<file path="src/design/cif_regs.svh">
// register offsets, field positions and reset values
`ifndef CIF_REGS_SVH
`define CIF_REGS_SVH
// byte offsets on the apb window
`define CIF_OFS_INT    8'h00
`define CIF_OFS_FLT    8'h04
`define CIF_OFS_MOD    8'h08
`define CIF_OFS_FIFO   8'h40
`define CIF_FIFO_AMSK  8'hc3
// module interrupt register fields
`define CIF_INT_EN_HI  31
`define CIF_INT_EN_LO  27
`define CIF_INT_EN2_HI 19
`define CIF_INT_EN2_LO 16
`define CIF_INT_FL_HI  15
`define CIF_INT_FL_LO  11
`define CIF_INT_FL2_HI 3
`define CIF_INT_FL2_LO 0
`define CIF_SERR_MASK  9'h020
// module control on bit
`define CIF_MOD_ON     15
// filter control fields, one byte per filter
`define CIF_FLT_EN     7
`define CIF_FLT_MS_HI  6
`define CIF_FLT_FS_HI  4
`define CIF_FLT_RSV    4
// fifo interrupt register fields
`define CIF_FI_TXE_HI  26
`define CIF_FI_RXE_HI  19
`define CIF_FI_TXNF    10
`define CIF_FI_OVF     3
// reset values
`define CIF_RST_EN     9'h000
`define CIF_RST_FLT    24'h00_0000
`define CIF_RST_FI     7'h00
`endif

</file>
<file path="src/design/cif_pkg.sv">
// types shared by the interrupt and filter control block
package cif_pkg;
   typedef logic [31:0] cif_word_t;     // apb data word
   // apb slave phases, one-hot
   typedef enum logic [1:0] {
      CIF_IDLE = 2'b01,                 // waiting for setup
      CIF_RESP = 2'b10                  // access phase, ready high
   } cif_apb_state_e;
endpackage : cif_pkg

</file>
<file path="src/design/cif_top.sv">
// apb register block: module interrupts, filter 8-10 control, fifo irqs
`include "cif_regs.svh"
module cif_top #(
   parameter int N_FIFO = 16,          // fifos with an interrupt register
   parameter int ADDR_W = 8,           // apb address width
   parameter int N_FLT  = 3            // filters in the control word
) (
   input  wire logic                  sys_clk,
   input  wire logic                  rst_b,
   input  wire logic                  psel,
   input  wire logic                  penable,
   input  wire logic                  pwrite,
   input  wire logic [ADDR_W-1:0]     paddr,
   input  wire cif_pkg::cif_word_t    pwdata,
   output cif_pkg::cif_word_t         prdata,
   output logic                       pready,
   output logic                       pslverr,
   input  wire logic [8:0]            module_evt,
   input  wire logic [N_FLT-1:0]      filter_hit,
   input  wire logic [N_FIFO-1:0]     fifo_direction_tx,
   input  wire logic [N_FIFO-1:0]     fifo_full,
   input  wire logic [N_FIFO-1:0]     fifo_half,
   input  wire logic [N_FIFO-1:0]     fifo_empty,
   input  wire logic [N_FIFO-1:0]     fifo_msg_arrive,
   output logic                       irq,
   output logic                       route_valid,
   output logic [4:0]                 route_fifo,
   output logic [1:0]                 route_mask_sel,
   output logic                       module_on
);
   import cif_pkg::*;
   // register map, one aligned 32-bit word each:
   //   0x00       module interrupt enables and sticky flags
   //   0x04       filter 8, 9 and 10 control, a byte each
   //   0x08       module control, only the on bit kept
   //   0x40-0x7c  one fifo interrupt word per fifo
   // any other address, or low two bits set, answers
   // with an error and reads zero
   //
   // module interrupt word:
   //   31-27  invalid msg, wake, bus error, system
   //          error and rx overflow enables
   //   19-16  mode, timestamp, rx and tx buffer enables
   //   15-11  flags in the order of the upper enables
   //   3-0    flags in the order of the lower enables
   //   26-20 and 10-4 are holes, never stored
   //
   // filter byte, repeated per filter:
   //   7      filter enable
   //   6-5    acceptance mask number
   //   4-0    destination fifo, 16 and up reserved
   // the top byte of the filter word is a hole too
   //
   // timing at the pins:
   //   a setup gets exactly one cycle of ready,
   //   so no wait states and no counter are needed
   //   read data is caught at the setup edge, so a
   //   register that moves in the access phase shows
   //   its older value
   //   flags land one edge after their event,
   //   irq one edge later
   //   a route follows its match by one edge

   localparam int FW = 8 * N_FLT;      // filter control bits in use
   localparam int IW = $clog2(N_FIFO); // fifo index width

   // apb slave state
   cif_apb_state_e state_ff;           // current phase
   cif_apb_state_e nxt_state;          // next phase
   cif_word_t      prdata_ff;          // read data held for the master
   logic           pready_ff;          // ready in the access phase
   logic           pslverr_ff;         // unmapped address answer

   // register storage
   logic [8:0]     int_en_ff;          // module interrupt enables
   logic [8:0]     int_flag_ff;        // module interrupt flags
   logic [8:0]     nxt_int_flag;       // next flag value
   logic [FW-1:0]  flt_ff;             // filter control fields
   logic [FW-1:0]  nxt_flt;            // next filter control value
   logic           mod_on_ff;          // module on bit
   logic           irq_ff;             // registered interrupt line

   // routing result
   logic           route_valid_ff;     // match routed this cycle
   logic [4:0]     route_fifo_ff;      // destination fifo
   logic [1:0]     route_mask_ff;      // mask chosen by the filter
   logic           nxt_route_valid;    // combinational match found
   logic [4:0]     nxt_route_fifo;     // combinational destination
   logic [1:0]     nxt_route_mask;     // combinational mask

   // decode
   logic           sel_int;            // module interrupt register
   logic           sel_flt;            // filter control word
   logic           sel_mod;            // module control register
   logic           sel_fifo;           // one of the fifo registers
   logic [IW-1:0]  fifo_idx;           // which fifo register
   logic           mapped;             // address hits a register
   logic           wr_commit;          // write takes effect this edge
   logic           on_rise;            // module turned from off to on
   cif_word_t      rd_word;            // read mux output

   // per-filter fields
   logic [N_FLT-1:0] flt_en;           // filter enable bits
   logic [1:0]     flt_msel [N_FLT];   // mask select per filter
   logic [4:0]     flt_fsel [N_FLT];   // fifo select per filter

   // per-fifo slices
   cif_word_t      fifo_rd [N_FIFO];   // read words of each slice
   logic [N_FIFO-1:0] fifo_wr;         // write strobe per slice
   logic [N_FIFO-1:0] fifo_req;        // service request per slice

   // address decode; low two bits must be zero everywhere
   always_comb begin
      sel_int  = (paddr == `CIF_OFS_INT);
      sel_flt  = (paddr == `CIF_OFS_FLT);
      sel_mod  = (paddr == `CIF_OFS_MOD);
      sel_fifo = ((paddr & `CIF_FIFO_AMSK) == `CIF_OFS_FIFO);
      fifo_idx = paddr[IW+1:2];
      mapped   = sel_int | sel_flt | sel_mod | sel_fifo;
   end

   // a write lands only at the edge that samples ready high
   assign wr_commit = (state_ff == CIF_RESP) & psel & penable & pwrite;

   // only two phases: idle, and the one access cycle
   // in which ready stands; a master holding penable
   // longer sees ready only once
   // a setup with penable already high is ignored,
   // so a stuck master cannot fake a second access
   // apb phase tracking
   always_comb begin
      nxt_state = state_ff;
      unique case (state_ff)
         CIF_IDLE: begin
            // setup seen: answer in the first access cycle
            if (psel && !penable) begin
               nxt_state = CIF_RESP;
            end
         end
         CIF_RESP: begin
            // access done after one cycle of ready
            nxt_state = CIF_IDLE;
         end
         default: begin
            // illegal code recovers to idle
            nxt_state = CIF_IDLE;
         end
      endcase
   end

   // phase register
   always_ff @(posedge sys_clk or negedge rst_b) begin
      if (!rst_b) begin
         state_ff <= CIF_IDLE;
      end else begin
         state_ff <= nxt_state;
      end
   end

   // ready, error and read data are set up at the setup edge
   // so the master sees a stable answer for the whole access
   always_ff @(posedge sys_clk or negedge rst_b) begin
      if (!rst_b) begin
         pready_ff  <= 1'b0;
         pslverr_ff <= 1'b0;
         prdata_ff  <= '0;
      end else if (nxt_state == CIF_RESP) begin
         pready_ff  <= 1'b1;
         pslverr_ff <= ~mapped;
         prdata_ff  <= pwrite ? '0 : rd_word;
      end else begin
         pready_ff  <= 1'b0;
         pslverr_ff <= 1'b0;
         prdata_ff  <= '0;
      end
   end

   // holes come from the zero default, not storage,
   // so a hole never reads back what was written
   // read mux; holes read zero
   always_comb begin
      rd_word = '0;
      if (sel_int) begin
         // gaps 26-20 and 10-4 stay zero
         rd_word[`CIF_INT_EN_HI:`CIF_INT_EN_LO]   = int_en_ff[8:4];
         rd_word[`CIF_INT_EN2_HI:`CIF_INT_EN2_LO] = int_en_ff[3:0];
         rd_word[`CIF_INT_FL_HI:`CIF_INT_FL_LO]   = int_flag_ff[8:4];
         rd_word[`CIF_INT_FL2_HI:`CIF_INT_FL2_LO] = int_flag_ff[3:0];
      end else if (sel_flt) begin
         rd_word[FW-1:0] = flt_ff;
      end else if (sel_mod) begin
         rd_word[`CIF_MOD_ON] = mod_on_ff;
      end else if (sel_fifo) begin
         rd_word = fifo_rd[fifo_idx];
      end
   end

   // module interrupt enables; unimplemented bits never stored
   always_ff @(posedge sys_clk or negedge rst_b) begin
      if (!rst_b) begin
         int_en_ff <= `CIF_RST_EN;
      end else if (wr_commit && sel_int) begin
         int_en_ff <= {pwdata[`CIF_INT_EN_HI:`CIF_INT_EN_LO],
                       pwdata[`CIF_INT_EN2_HI:`CIF_INT_EN2_LO]};
      end
   end

   // module on bit; an off-to-on write restarts the module
   always_ff @(posedge sys_clk or negedge rst_b) begin
      if (!rst_b) begin
         mod_on_ff <= 1'b0;
      end else if (wr_commit && sel_mod) begin
         mod_on_ff <= pwdata[`CIF_MOD_ON];
      end
   end

   assign on_rise = wr_commit & sel_mod & pwdata[`CIF_MOD_ON] & ~mod_on_ff;

   // writing the enables with flag bits at zero
   // leaves pending flags alone
   // events are ored in last: a clear and an event
   // in one cycle leave the flag set, nothing lost
   // flags: write one clears, a new event in the same cycle wins;
   // the system error flag ignores writes and clears on restart
   always_comb begin
      nxt_int_flag = int_flag_ff;
      if (wr_commit && sel_int) begin
         nxt_int_flag = nxt_int_flag & ~({pwdata[`CIF_INT_FL_HI:`CIF_INT_FL_LO],
                        pwdata[`CIF_INT_FL2_HI:`CIF_INT_FL2_LO]} & ~`CIF_SERR_MASK);
      end
      if (on_rise) begin
         nxt_int_flag = nxt_int_flag & ~`CIF_SERR_MASK;
      end
      nxt_int_flag = nxt_int_flag | module_evt;
   end

   // flag register
   always_ff @(posedge sys_clk or negedge rst_b) begin
      if (!rst_b) begin
         int_flag_ff <= `CIF_RST_EN;
      end else begin
         int_flag_ff <= nxt_int_flag;
      end
   end

   // filter fields unpacked once, one byte per filter
   for (genvar g = 0; g < N_FLT; g++) begin : g_flt
      assign flt_en[g]   = flt_ff[8*g+`CIF_FLT_EN];
      assign flt_msel[g] = flt_ff[8*g+`CIF_FLT_MS_HI -: 2];
      assign flt_fsel[g] = flt_ff[8*g+`CIF_FLT_FS_HI -: 5];
   end

   // enable and new fields may go in one write, as
   // the filter was off before it; a running filter
   // needs two writes, off first
   // filter control write; enable always writable,
   // select fields only while their filter is disabled
   always_comb begin
      nxt_flt = flt_ff;
      if (wr_commit && sel_flt) begin
         for (int k = 0; k < N_FLT; k++) begin
            nxt_flt[8*k+`CIF_FLT_EN] = pwdata[8*k+`CIF_FLT_EN];
            if (!flt_en[k]) begin
               nxt_flt[8*k+`CIF_FLT_MS_HI -: 7] = pwdata[8*k+`CIF_FLT_MS_HI -: 7];
            end
         end
      end
   end

   // filter register
   always_ff @(posedge sys_clk or negedge rst_b) begin
      if (!rst_b) begin
         flt_ff <= `CIF_RST_FLT;
      end else begin
         flt_ff <= nxt_flt;
      end
   end

   // the route is registered: the engine sees fifo
   // and mask one edge after the match, and must
   // hold the message that long
   // route a hit; lowest filter wins when several match
   // a reserved fifo code drops the message rather than guess
   always_comb begin
      nxt_route_valid = 1'b0;
      nxt_route_fifo  = '0;
      nxt_route_mask  = '0;
      for (int k = N_FLT - 1; k >= 0; k--) begin
         if (filter_hit[k] && flt_en[k] && !flt_fsel[k][`CIF_FLT_RSV]) begin
            nxt_route_valid = 1'b1;
            nxt_route_fifo  = flt_fsel[k];
            nxt_route_mask  = flt_msel[k];
         end
      end
   end

   // routing result register
   always_ff @(posedge sys_clk or negedge rst_b) begin
      if (!rst_b) begin
         route_valid_ff <= 1'b0;
         route_fifo_ff  <= '0;
         route_mask_ff  <= '0;
      end else begin
         route_valid_ff <= nxt_route_valid;
         route_fifo_ff  <= nxt_route_fifo;
         route_mask_ff  <= nxt_route_mask;
      end
   end

   // one interrupt slice per fifo
   for (genvar f = 0; f < N_FIFO; f++) begin : g_fifo
      // strobe only for the addressed slice
      assign fifo_wr[f] = wr_commit & sel_fifo & (fifo_idx == IW'(f));
      cif_fifo_irq u_fifo_irq (
         .sys_clk    (sys_clk),
         .rst_b      (rst_b),
         .wr_en      (fifo_wr[f]),
         .wdata      (pwdata),
         .dir_tx     (fifo_direction_tx[f]),
         .full       (fifo_full[f]),
         .half       (fifo_half[f]),
         .empty      (fifo_empty[f]),
         .msg_arrive (fifo_msg_arrive[f]),
         .rdata      (fifo_rd[f]),
         .irq_req    (fifo_req[f])
      );
   end

   // a level, not a pulse: high while an enabled
   // flag is set, low one edge after the last clear
   // one level line: any enabled module flag or fifo request;
   // registered so the pin is glitch free, one cycle behind
   always_ff @(posedge sys_clk or negedge rst_b) begin
      if (!rst_b) begin
         irq_ff <= 1'b0;
      end else begin
         irq_ff <= |(int_flag_ff & int_en_ff) | |fifo_req;
      end
   end

   // outputs straight from flip-flops
   assign prdata         = prdata_ff;
   assign pready         = pready_ff;
   assign pslverr        = pslverr_ff;
   assign irq            = irq_ff;
   assign route_valid    = route_valid_ff;
   assign route_fifo     = route_fifo_ff;
   assign route_mask_sel = route_mask_ff;
   assign module_on      = mod_on_ff;
endmodule // cif_top

</file>
<file path="src/design/cif_fifo_irq.sv">
// per-fifo interrupt enables, overflow flag and live fill flags
`include "cif_regs.svh"
module cif_fifo_irq (
   input  wire logic              sys_clk,
   input  wire logic              rst_b,
   input  wire logic              wr_en,
   input  wire cif_pkg::cif_word_t wdata,
   input  wire logic              dir_tx,
   input  wire logic              full,
   input  wire logic              half,
   input  wire logic              empty,
   input  wire logic              msg_arrive,
   output cif_pkg::cif_word_t     rdata,
   output logic                   irq_req
);
   import cif_pkg::*;

   logic [2:0] tx_en_ff;   // not-full, half, empty enables
   logic [3:0] rx_en_ff;   // overflow, full, half, not-empty
   logic       ovf_ff;     // sticky receive overflow
   logic [2:0] tx_flag;    // live transmit flags
   logic [2:0] rx_live;    // live receive flags
   logic       ovf_set;    // arrival into a full rx fifo

   // enables: plain read/write bits
   always_ff @(posedge sys_clk or negedge rst_b) begin
      if (!rst_b) begin
         {tx_en_ff, rx_en_ff} <= `CIF_RST_FI; // both enable groups, 7 bits
      end else if (wr_en) begin
         tx_en_ff <= wdata[`CIF_FI_TXE_HI -: 3];
         rx_en_ff <= wdata[`CIF_FI_RXE_HI -: 4];
      end
   end

   // overflow only counts on a receive fifo
   assign ovf_set = msg_arrive & full & ~dir_tx;

   // sticky overflow; a new event beats a write of zero
   always_ff @(posedge sys_clk or negedge rst_b) begin
      if (!rst_b) begin
         ovf_ff <= 1'b0;
      end else begin
         ovf_ff <= ovf_set | (ovf_ff & ~(wr_en & ~wdata[`CIF_FI_OVF]));
      end
   end

   // fill flags follow the fifo, gated by its direction
   assign tx_flag = {dir_tx & ~full, dir_tx & half, dir_tx & empty};
   assign rx_live = {~dir_tx & full, ~dir_tx & half, ~dir_tx & ~empty};

   // read view: 5 zero, 3 tx en, 4 zero, 4 rx en, 5 zero, 3 tx flag, 4 zero, overflow, 3 rx live
   assign rdata = {5'h00, tx_en_ff, 4'h0, rx_en_ff,
                   5'h00, tx_flag, 4'h0, ovf_ff, rx_live};

   // any enabled condition asks for service
   assign irq_req = |(tx_flag & tx_en_ff) | |({ovf_ff, rx_live} & rx_en_ff);
endmodule // cif_fifo_irq

</file>
<file path="config.mk">
export PLATFORM = sky130hd
export DESIGN_NAME = cif_top
export DESIGN_NICKNAME = d
export VERILOG_FILES = /design/src/design/cif_pkg.sv /design/src/design/cif_top.sv /design/src/design/cif_fifo_irq.sv
export VERILOG_INCLUDE_DIRS = /design/src /design/src/design
export SDC_FILE = /design/constraint.sdc
export NUM_CORES = 1
export LEC_CHECK = 0
export BUFFER_PORTS_ARGS = -buffer_cell sky130_fd_sc_hd__buf_2
export CORE_MARGIN = 2
export CORE_UTILIZATION = 35
export CTS_CLUSTER_SIZE = 12
export DETAILED_ROUTE_END_ITERATION = 10
export SYNTH_ARGS = -nofsm -noshare
export SYNTH_HDL_FRONTEND = slang
export SYNTH_HIERARCHICAL = 1
export SYNTH_SLANG_ARGS = --single-unit
</file>
<file path="constraint.sdc">
create_clock -name sys_clk -period 4.2 [get_ports sys_clk]
set_input_delay 0.63 -clock sys_clk [delete_from_list [all_inputs] [get_ports sys_clk]]
set_output_delay 0.63 -clock sys_clk [all_outputs]
set_load 0.05 [all_outputs]
</file>
Word level (Yosys, flattened, before mapping)
Cells that the tools add are included.
{"block": "classes", "muxes": 31, "n_lt_le_gt_ge": 1, "n_eq_ne": 21, "bitwise_logic": 326, "reduce_logical": 53}
{"cell": "bitwise AND 1 bit", "count": 183}
{"cell": "2-to-1 mux 32 bit", "count": 5}
{"cell": "binary-select mux 32 bit (select 4 bit)", "count": 1}
{"cell": "NOT 1 bit", "count": 70}
{"cell": "bitwise AND 4 bit", "count": 16}
{"cell": "OR reduction 4 bit", "count": 16}
{"cell": "bitwise AND 3 bit", "count": 16}
{"cell": "OR reduction 3 bit", "count": 16}
{"cell": "OR 1 bit", "count": 36}
{"cell": "equality test 4 bit (second input constant)", "count": 8}
{"cell": "2-to-1 mux 24 bit", "count": 1}
{"cell": "equality test 4 x 3 -> 1 bit (second input constant)", "count": 5}
{"cell": "2-to-1 mux 5 bit", "count": 4}
{"cell": "bitwise AND 9 bit", "count": 2}
{"cell": "2-to-1 mux 9 bit", "count": 2}
{"cell": "2-to-1 mux 16 bit", "count": 1}
{"cell": "OR reduction 16 bit", "count": 1}
{"cell": "2-to-1 mux 15 bit", "count": 1}
{"cell": "2-to-1 mux 7 bit", "count": 2}
{"cell": "logical AND 1 bit", "count": 10}
{"cell": "2-to-1 mux 2 bit", "count": 5}
{"cell": "NOT 9 bit", "count": 1}
{"cell": "OR 9 bit", "count": 1}
{"cell": "OR reduction 9 bit", "count": 1}
{"cell": "16 further kinds", "count": 28}
{"block": "totals", "input_bits": 137, "word_cells": 495, "reg_bits": 216}

Longest topological paths before layout
{"block": "depth", "word_depth": 11, "ltp_mapped": 9, "ltp_nobuf": 7}

Modules after synthesis
The synthesis kept the hierarchy.
{"mod": "cif_fifo_irq", "instances": 16, "seq_area_each_um2": 200.2, "cells_each": 52, "area_each_um2": 574.3}
{"mod": "cif_top", "instances": 1, "seq_area_each_um2": 2203.4, "cells_each": 589, "area_each_um2": 7738.7}

Least setup slack after synthesis
Ideal clock, no wire load.
{"block": "synth_path", "path_type": "input to register", "start": "input paddr[3]", "end": "register g_fifo[10].u_fifo_irq.rx_en_ff[0]", "required_ns": 4.075, "setup_ns": 0.125, "cell_stages": 8, "arrival_ns": 2.233, "path_slack_ns": 1.842, "cell_sequence": "buf_2 -> buf_4 -> clkbuf_1 -> nor2b_1 -> nand3_1 -> nor2_1 -> buf_6 -> mux2_4"}
{"block": "synth_via", "elab_chain_cells": 2}
{"element": "start: declaration", "line": "cif_top.sv:13", "rtl": "input wire logic [ADDR_W-1:0] paddr,"}
{"element": "equality test 4 bit", "line": "cif_top.sv:313", "rtl": "assign fifo_wr[f] = wr_commit & sel_fifo & (fifo_idx == IW'(f));"}
{"element": "bitwise AND 1 bit", "line": "cif_top.sv:313"}
{"element": "named net fifo_wr[10]", "line": "cif_top.sv:109", "rtl": "logic [N_FIFO-1:0] fifo_wr;"}
{"element": "end signal: assignment", "line": "cif_fifo_irq.sv:28", "rtl": "{tx_en_ff, rx_en_ff} <= `CIF_RST_FI;"}
{"element": "end signal: assignment", "line": "cif_fifo_irq.sv:31", "rtl": "rx_en_ff <= wdata[`CIF_FI_RXE_HI -: 4];"}
{"element": "end: declaration", "line": "cif_fifo_irq.sv:19", "rtl": "logic [3:0] rx_en_ff;"}
The timed path passes the listed nets, and every way through them passes these cells.
A chain may end at the register's enable or synchronous reset.

Final worst setup path
{"block": "layout_path", "start": "input paddr[5]", "end": "register prdata_ff[23], in the netlist prdata[23]"}
{"block": "layout_via", "elab_chain_cells": 10}
{"element": "NOT 4 -> 5 bit (implied by the code)", "line": "cif_top.sv:194", "rtl": "rd_word = fifo_rd[fifo_idx];"}
{"element": "binary-select mux 32 bit (select 4 bit)", "line": "cif_top.sv:194"}
{"element": "2-to-1 mux 32 bit (implied by the code) (2 in series)", "line": "cif_top.sv:194"}
{"element": "2-to-1 mux 32 bit", "line": "cif_top.sv:193", "rtl": "end else if (sel_fifo) begin"}
{"element": "2-to-1 mux 16 bit", "line": "cif_top.sv:191", "rtl": "end else if (sel_mod) begin"}
{"element": "2-to-1 mux 24 bit", "line": "cif_top.sv:189", "rtl": "end else if (sel_flt) begin"}
{"element": "2-to-1 mux 7 bit *", "line": "cif_top.sv:183", "rtl": "if (sel_int) begin"}
{"element": "2-to-1 mux 32 bit *", "line": "cif_top.sv:170", "rtl": "prdata_ff <= pwrite ? '0 : rd_word;"}
{"element": "2-to-1 mux 32 bit *", "line": "cif_top.sv:167", "rtl": "end else if (nxt_state == CIF_RESP) begin"}
{"element": "end signal: assignment", "line": "cif_top.sv:170"}
{"element": "end: declaration", "line": "cif_top.sv:70", "rtl": "cif_word_t prdata_ff;"}
Mark *: on every way between the ends. The rest lies on a longest branch, timed or not. The select of a mux whose other input is x is not followed.

==> flow_summary.ini <==
[clock_tree]
clk_pin_slew_ns = 0.06
clkLatencyLatePin_ns = 0.55
cts_root_buf = clkbuf_16
hold_buffers = 0
cts_resized = 0
cts_tree = done
cts_buffers = 26
cts.path.max_buffers = 3
cts_setup_buffers = 0
h-tree-depth = 1
cts_sinks = 216

[floorplanning]
die_width_um = 224
die_area_um2 = 50100
die-height_um = 224
start_util_pct = 35.5
core_um2 = 47700
rows = 80
io_pins = 181

[route]
dr.pass1.iters = 5
vias = 11100
drt-vias-per-instance = 5.07
ant_nets = 0
drt_iter0_markers = 877
routed_wl_um = 47900
routedWlPerCell_um = 21.9
drc = 0

[sta]
setup_viol = 0
fmax_mhz = 392
final_hold_viol_count = 0
worst_slew_margin_rel_pct = 38.2
min_period_over_period_pct = 60.8
whs_ns = 0.0619
fin_setup_tns_ns = 0
tightest_slew_ns = 0.918
rsz0062_at_grt = no
slew_violations = 0
fin_crit_ns = 2.55
fin_skew_ns = 0.0203

[setup_path]
crit_path_max_incr_delay_ns = 0.62
crit_path_cell_trace = buf_2 > or2_2 > nor3_1 > and3_1 > a32o_1
path_class = input pin to register
r2r_cells = 6
cp_data_arrival_time_ns = 3.02
reg2reg_to = g_fifo[11].u_fifo_irq/tx_en_ff[0]
critical_path.endpoint = prdata[23]
rrSetupSlack_ns = 1.72
critPathSlowestCell = and3_1
crit_start = paddr[5]
required_ns = 4.66
critPathLaunchType = input pin
end_kind = register
crit-reg2reg-launch = state_ff[0]
crit_fanout = 30

[pwr]
powerDensity_nw_per_um2 = 298
peakVddDrop_uv = 258
power.leakage_nw = 8.40
power_w = 0.00540

[synthesis]
synth_seq_cells = 216
synth_cells = 1421
synthTopCellsByArea = dfrtp_1 (32%), mux4_2 (17%), buf_4 (14%)
synthSimpleGateAreaFrac_pct = 8.31
yosys.area_share.adder_pct = 0
avgSynthCellArea_um2 = 11.9
synth_compound_area_share_pct = 9.14
yosysUniqueCellTypes = 50
synth_xor_area_share_pct = 0
synth_top_area_share_pct = 31.8
ys.flop_type = dfrtp_1
netlist_area_um2 = 16900
yosysWarnings = 6
async_flop_share_pct = 100
yosysSeqAreaShare_pct = 31.9
yosysTopAreaCell = dfrtp_1
synthMuxAreaShare_pct = 33.0
synth-edff-count = 0
synth_top_family_by_area = multiplexers

[global_route]
track_usage_pct = 19.2
overflow = 0
grt_max_degree = 75
antenna_found_initial = 5
grt_pass1_vias = 11400
grt_pass1_wl_um = 72200

[place]
placed_cells = 2141
gp_congestion = 0.916
place.detailed.hpwl_um = 35500
port_buffers = 180
post_dp_cell_area_um2 = 17100

[cells_and_area]
finalNonFillerCells = 2189
final_cell_area_um2 = 18100
nFillCells = 4609
fin_nets = 1691
drive_above_1_share_pct = 41.9
syn_to_final_growth_pct = 6.96

[outcome]
run_status = finished clean

[job]
max_cap_violations = 0

[hold_path]
hold_path_class = input pin to asynchronous set/reset pin
-- how the worst min path moves through the flow --
stage | from | end | slack (ns) | cells past startpoint
final | rst_b | g_fifo[2].u_fifo_irq/tx_en_ff[0] | 0.06 | 1
after detailed placement | state_ff[1] | pready | 0.44 | 1
after CTS | rst_b | g_fifo[11].u_fifo_irq/ovf_ff | 0.08 | 1
after global placement | state_ff[1] | pready | 0.43 | 1
after global routing | rst_b | g_fifo[2].u_fifo_irq/tx_en_ff[0] | 0.11 | 1
after floorplan | rst_b | flt_ff[0] | 0.33 | 0
-- synth_stat cells (3+ instances only) --
| library cell | number |
|---|---|
| and2_2 | 16 |
| o21ai_2 | 16 |
| nor3_2 | 3 |
| buf_6 | 21 |
| nand2_1 | 41 |
| nor2b_1 | 22 |
| nor3_1 | 20 |
| nand2b_1 | 17 |
| a22o_1 | 34 |
| and2b_1 | 17 |
| inv_1 | 5 |
| nand3_1 | 15 |
| a22oi_1 | 10 |
| nor2_1 | 69 |
| inv_2 | 32 |
| a32o_1 | 15 |
| o21ai_0 | 37 |
| and3_1 | 5 |
| mux2i_1 | 35 |
| mux4_2 | 131 |
| o221ai_1 | 8 |
| buf_4 | 312 |
| dfrtp_1 | 215 |
| nor4_1 | 4 |
| a22oi_2 | 16 |
| conb_1 | 17 |
| a221oi_1 | 4 |
| and2_1 | 20 |
| a221oi_2 | 16 |
| a21oi_1 | 10 |
| mux2_4 | 112 |
| mux2_2 | 54 |
| clkbuf_1 | 24 |
| nand4_1 | 3 |
| a21o_1 | 9 |
| buf_1 | 3 |
| buf_2 | 18 |
-- cells in the final DEF, fill, tap and decap left out, types with 4 or more instances in the layout --
| cell type | instances |
|---|---|
| nand2_1 | 41 |
| conb_1 | 289 |
| mux2_2 | 54 |
| a22oi_1 | 10 |
| and2b_1 | 17 |
| nor2b_1 | 22 |
| a22o_1 | 34 |
| nor4_1 | 4 |
| a32o_1 | 15 |
| nand3_1 | 15 |
| a221oi_2 | 16 |
| nor2_1 | 69 |
| o21ai_0 | 37 |
| dfrtp_1 | 215 |
| nand2b_1 | 17 |
| and2_2 | 16 |
| a221oi_1 | 4 |
| o221ai_1 | 8 |
| mux2_4 | 112 |
| o21ai_2 | 16 |
| buf_4 | 32 |
| a21oi_1 | 10 |
| and3_1 | 5 |
| mux2i_1 | 35 |
| buf_2 | 177 |
| bufinv_16 | 5 |
| clkbuf_16 | 27 |
| and2_1 | 20 |
| mux4_2 | 131 |
| inv_1 | 5 |
| inv_2 | 32 |
| a21o_1 | 9 |
| nor3_1 | 20 |
| clkbuf_8 | 10 |
| a22oi_2 | 16 |
-- logic make-up (layout without fill, tap and decap cells) --
group | Yosys count | after routing
AND/OR/NAND/NOR | 261 | 261
multiplexers | 332 | 332
AO/OA/AOI/OAI | 179 | 179
other | 17 | 290
buffers and inverters | 416 | 296
flip-flops | 216 | 216
-- per-stage QoR --
step | util (%) | setup WS, ns
after floorplan | - | 1.84
after global routing | 37.9 | 1.42
final | 37.9 | 1.65
after detailed placement | 35.9 | 1.12
after global placement | 35.9 | 1.14
after CTS | 37.9 | 1.66
-- per-layer routing --
layer | part of all wire (%) | global-route usage (%) | vias to the layer above
met1 | 44 | 26.3 | 5671
met3 | 6.6 | 2.92 | 100
met4 | 3.2 | 6.00 | 4
met2 | 47 | 31.1 | 458
li1 | - | - | 4860
met5 | 0.061 | 0 | -
-- power by group --
part           leakage [nW]  internal [W]  total (W)  switching [W]
registers              2.88       0.00209    0.00209     0.00000321
clock network         0.478       0.00163    0.00258       0.000946
logic                  5.05      0.000308   0.000731       0.000423
total                  8.40       0.00403    0.00540        0.00137
-- worst max-delay path, delay by kind of cell --
kind,cells,cell delay [ns]
buffers and inverters,1,0.36
AOI/OAI and AO/OA,1,0.24
and+or+nand+nor,3,1.74
-- flip-flops by register name, summed over array words and instances (netlist names) --
name and flops:
g_fifo.u_fifo_irq/rx_en_ff 64, g_fifo.u_fifo_irq/tx_en_ff 48, prdata 32, flt_ff 24, g_fifo.u_fifo_irq/ovf_ff 16, int_en_ff 9
int_flag_ff 9, route_fifo 5, route_mask_sel 2, state_ff 2, irq 1, module_on 1
pready 1, pslverr 1, route_valid 1
-- area by class of cell --
type	count	area (um^2)	area share, %
multi-input cells	1061	9630	53.2
flip-flops and latches	216	5410	29.9
repair buffers	212	1170	6.49
clock buffers	37	803	4.44
well taps	615	769	4.25
clock inverters	10	183	1.01
inverters	37	139	0.767
diodes	1	2.50	0.0138
No activity file was read; power rests on OpenSTA's default activity.
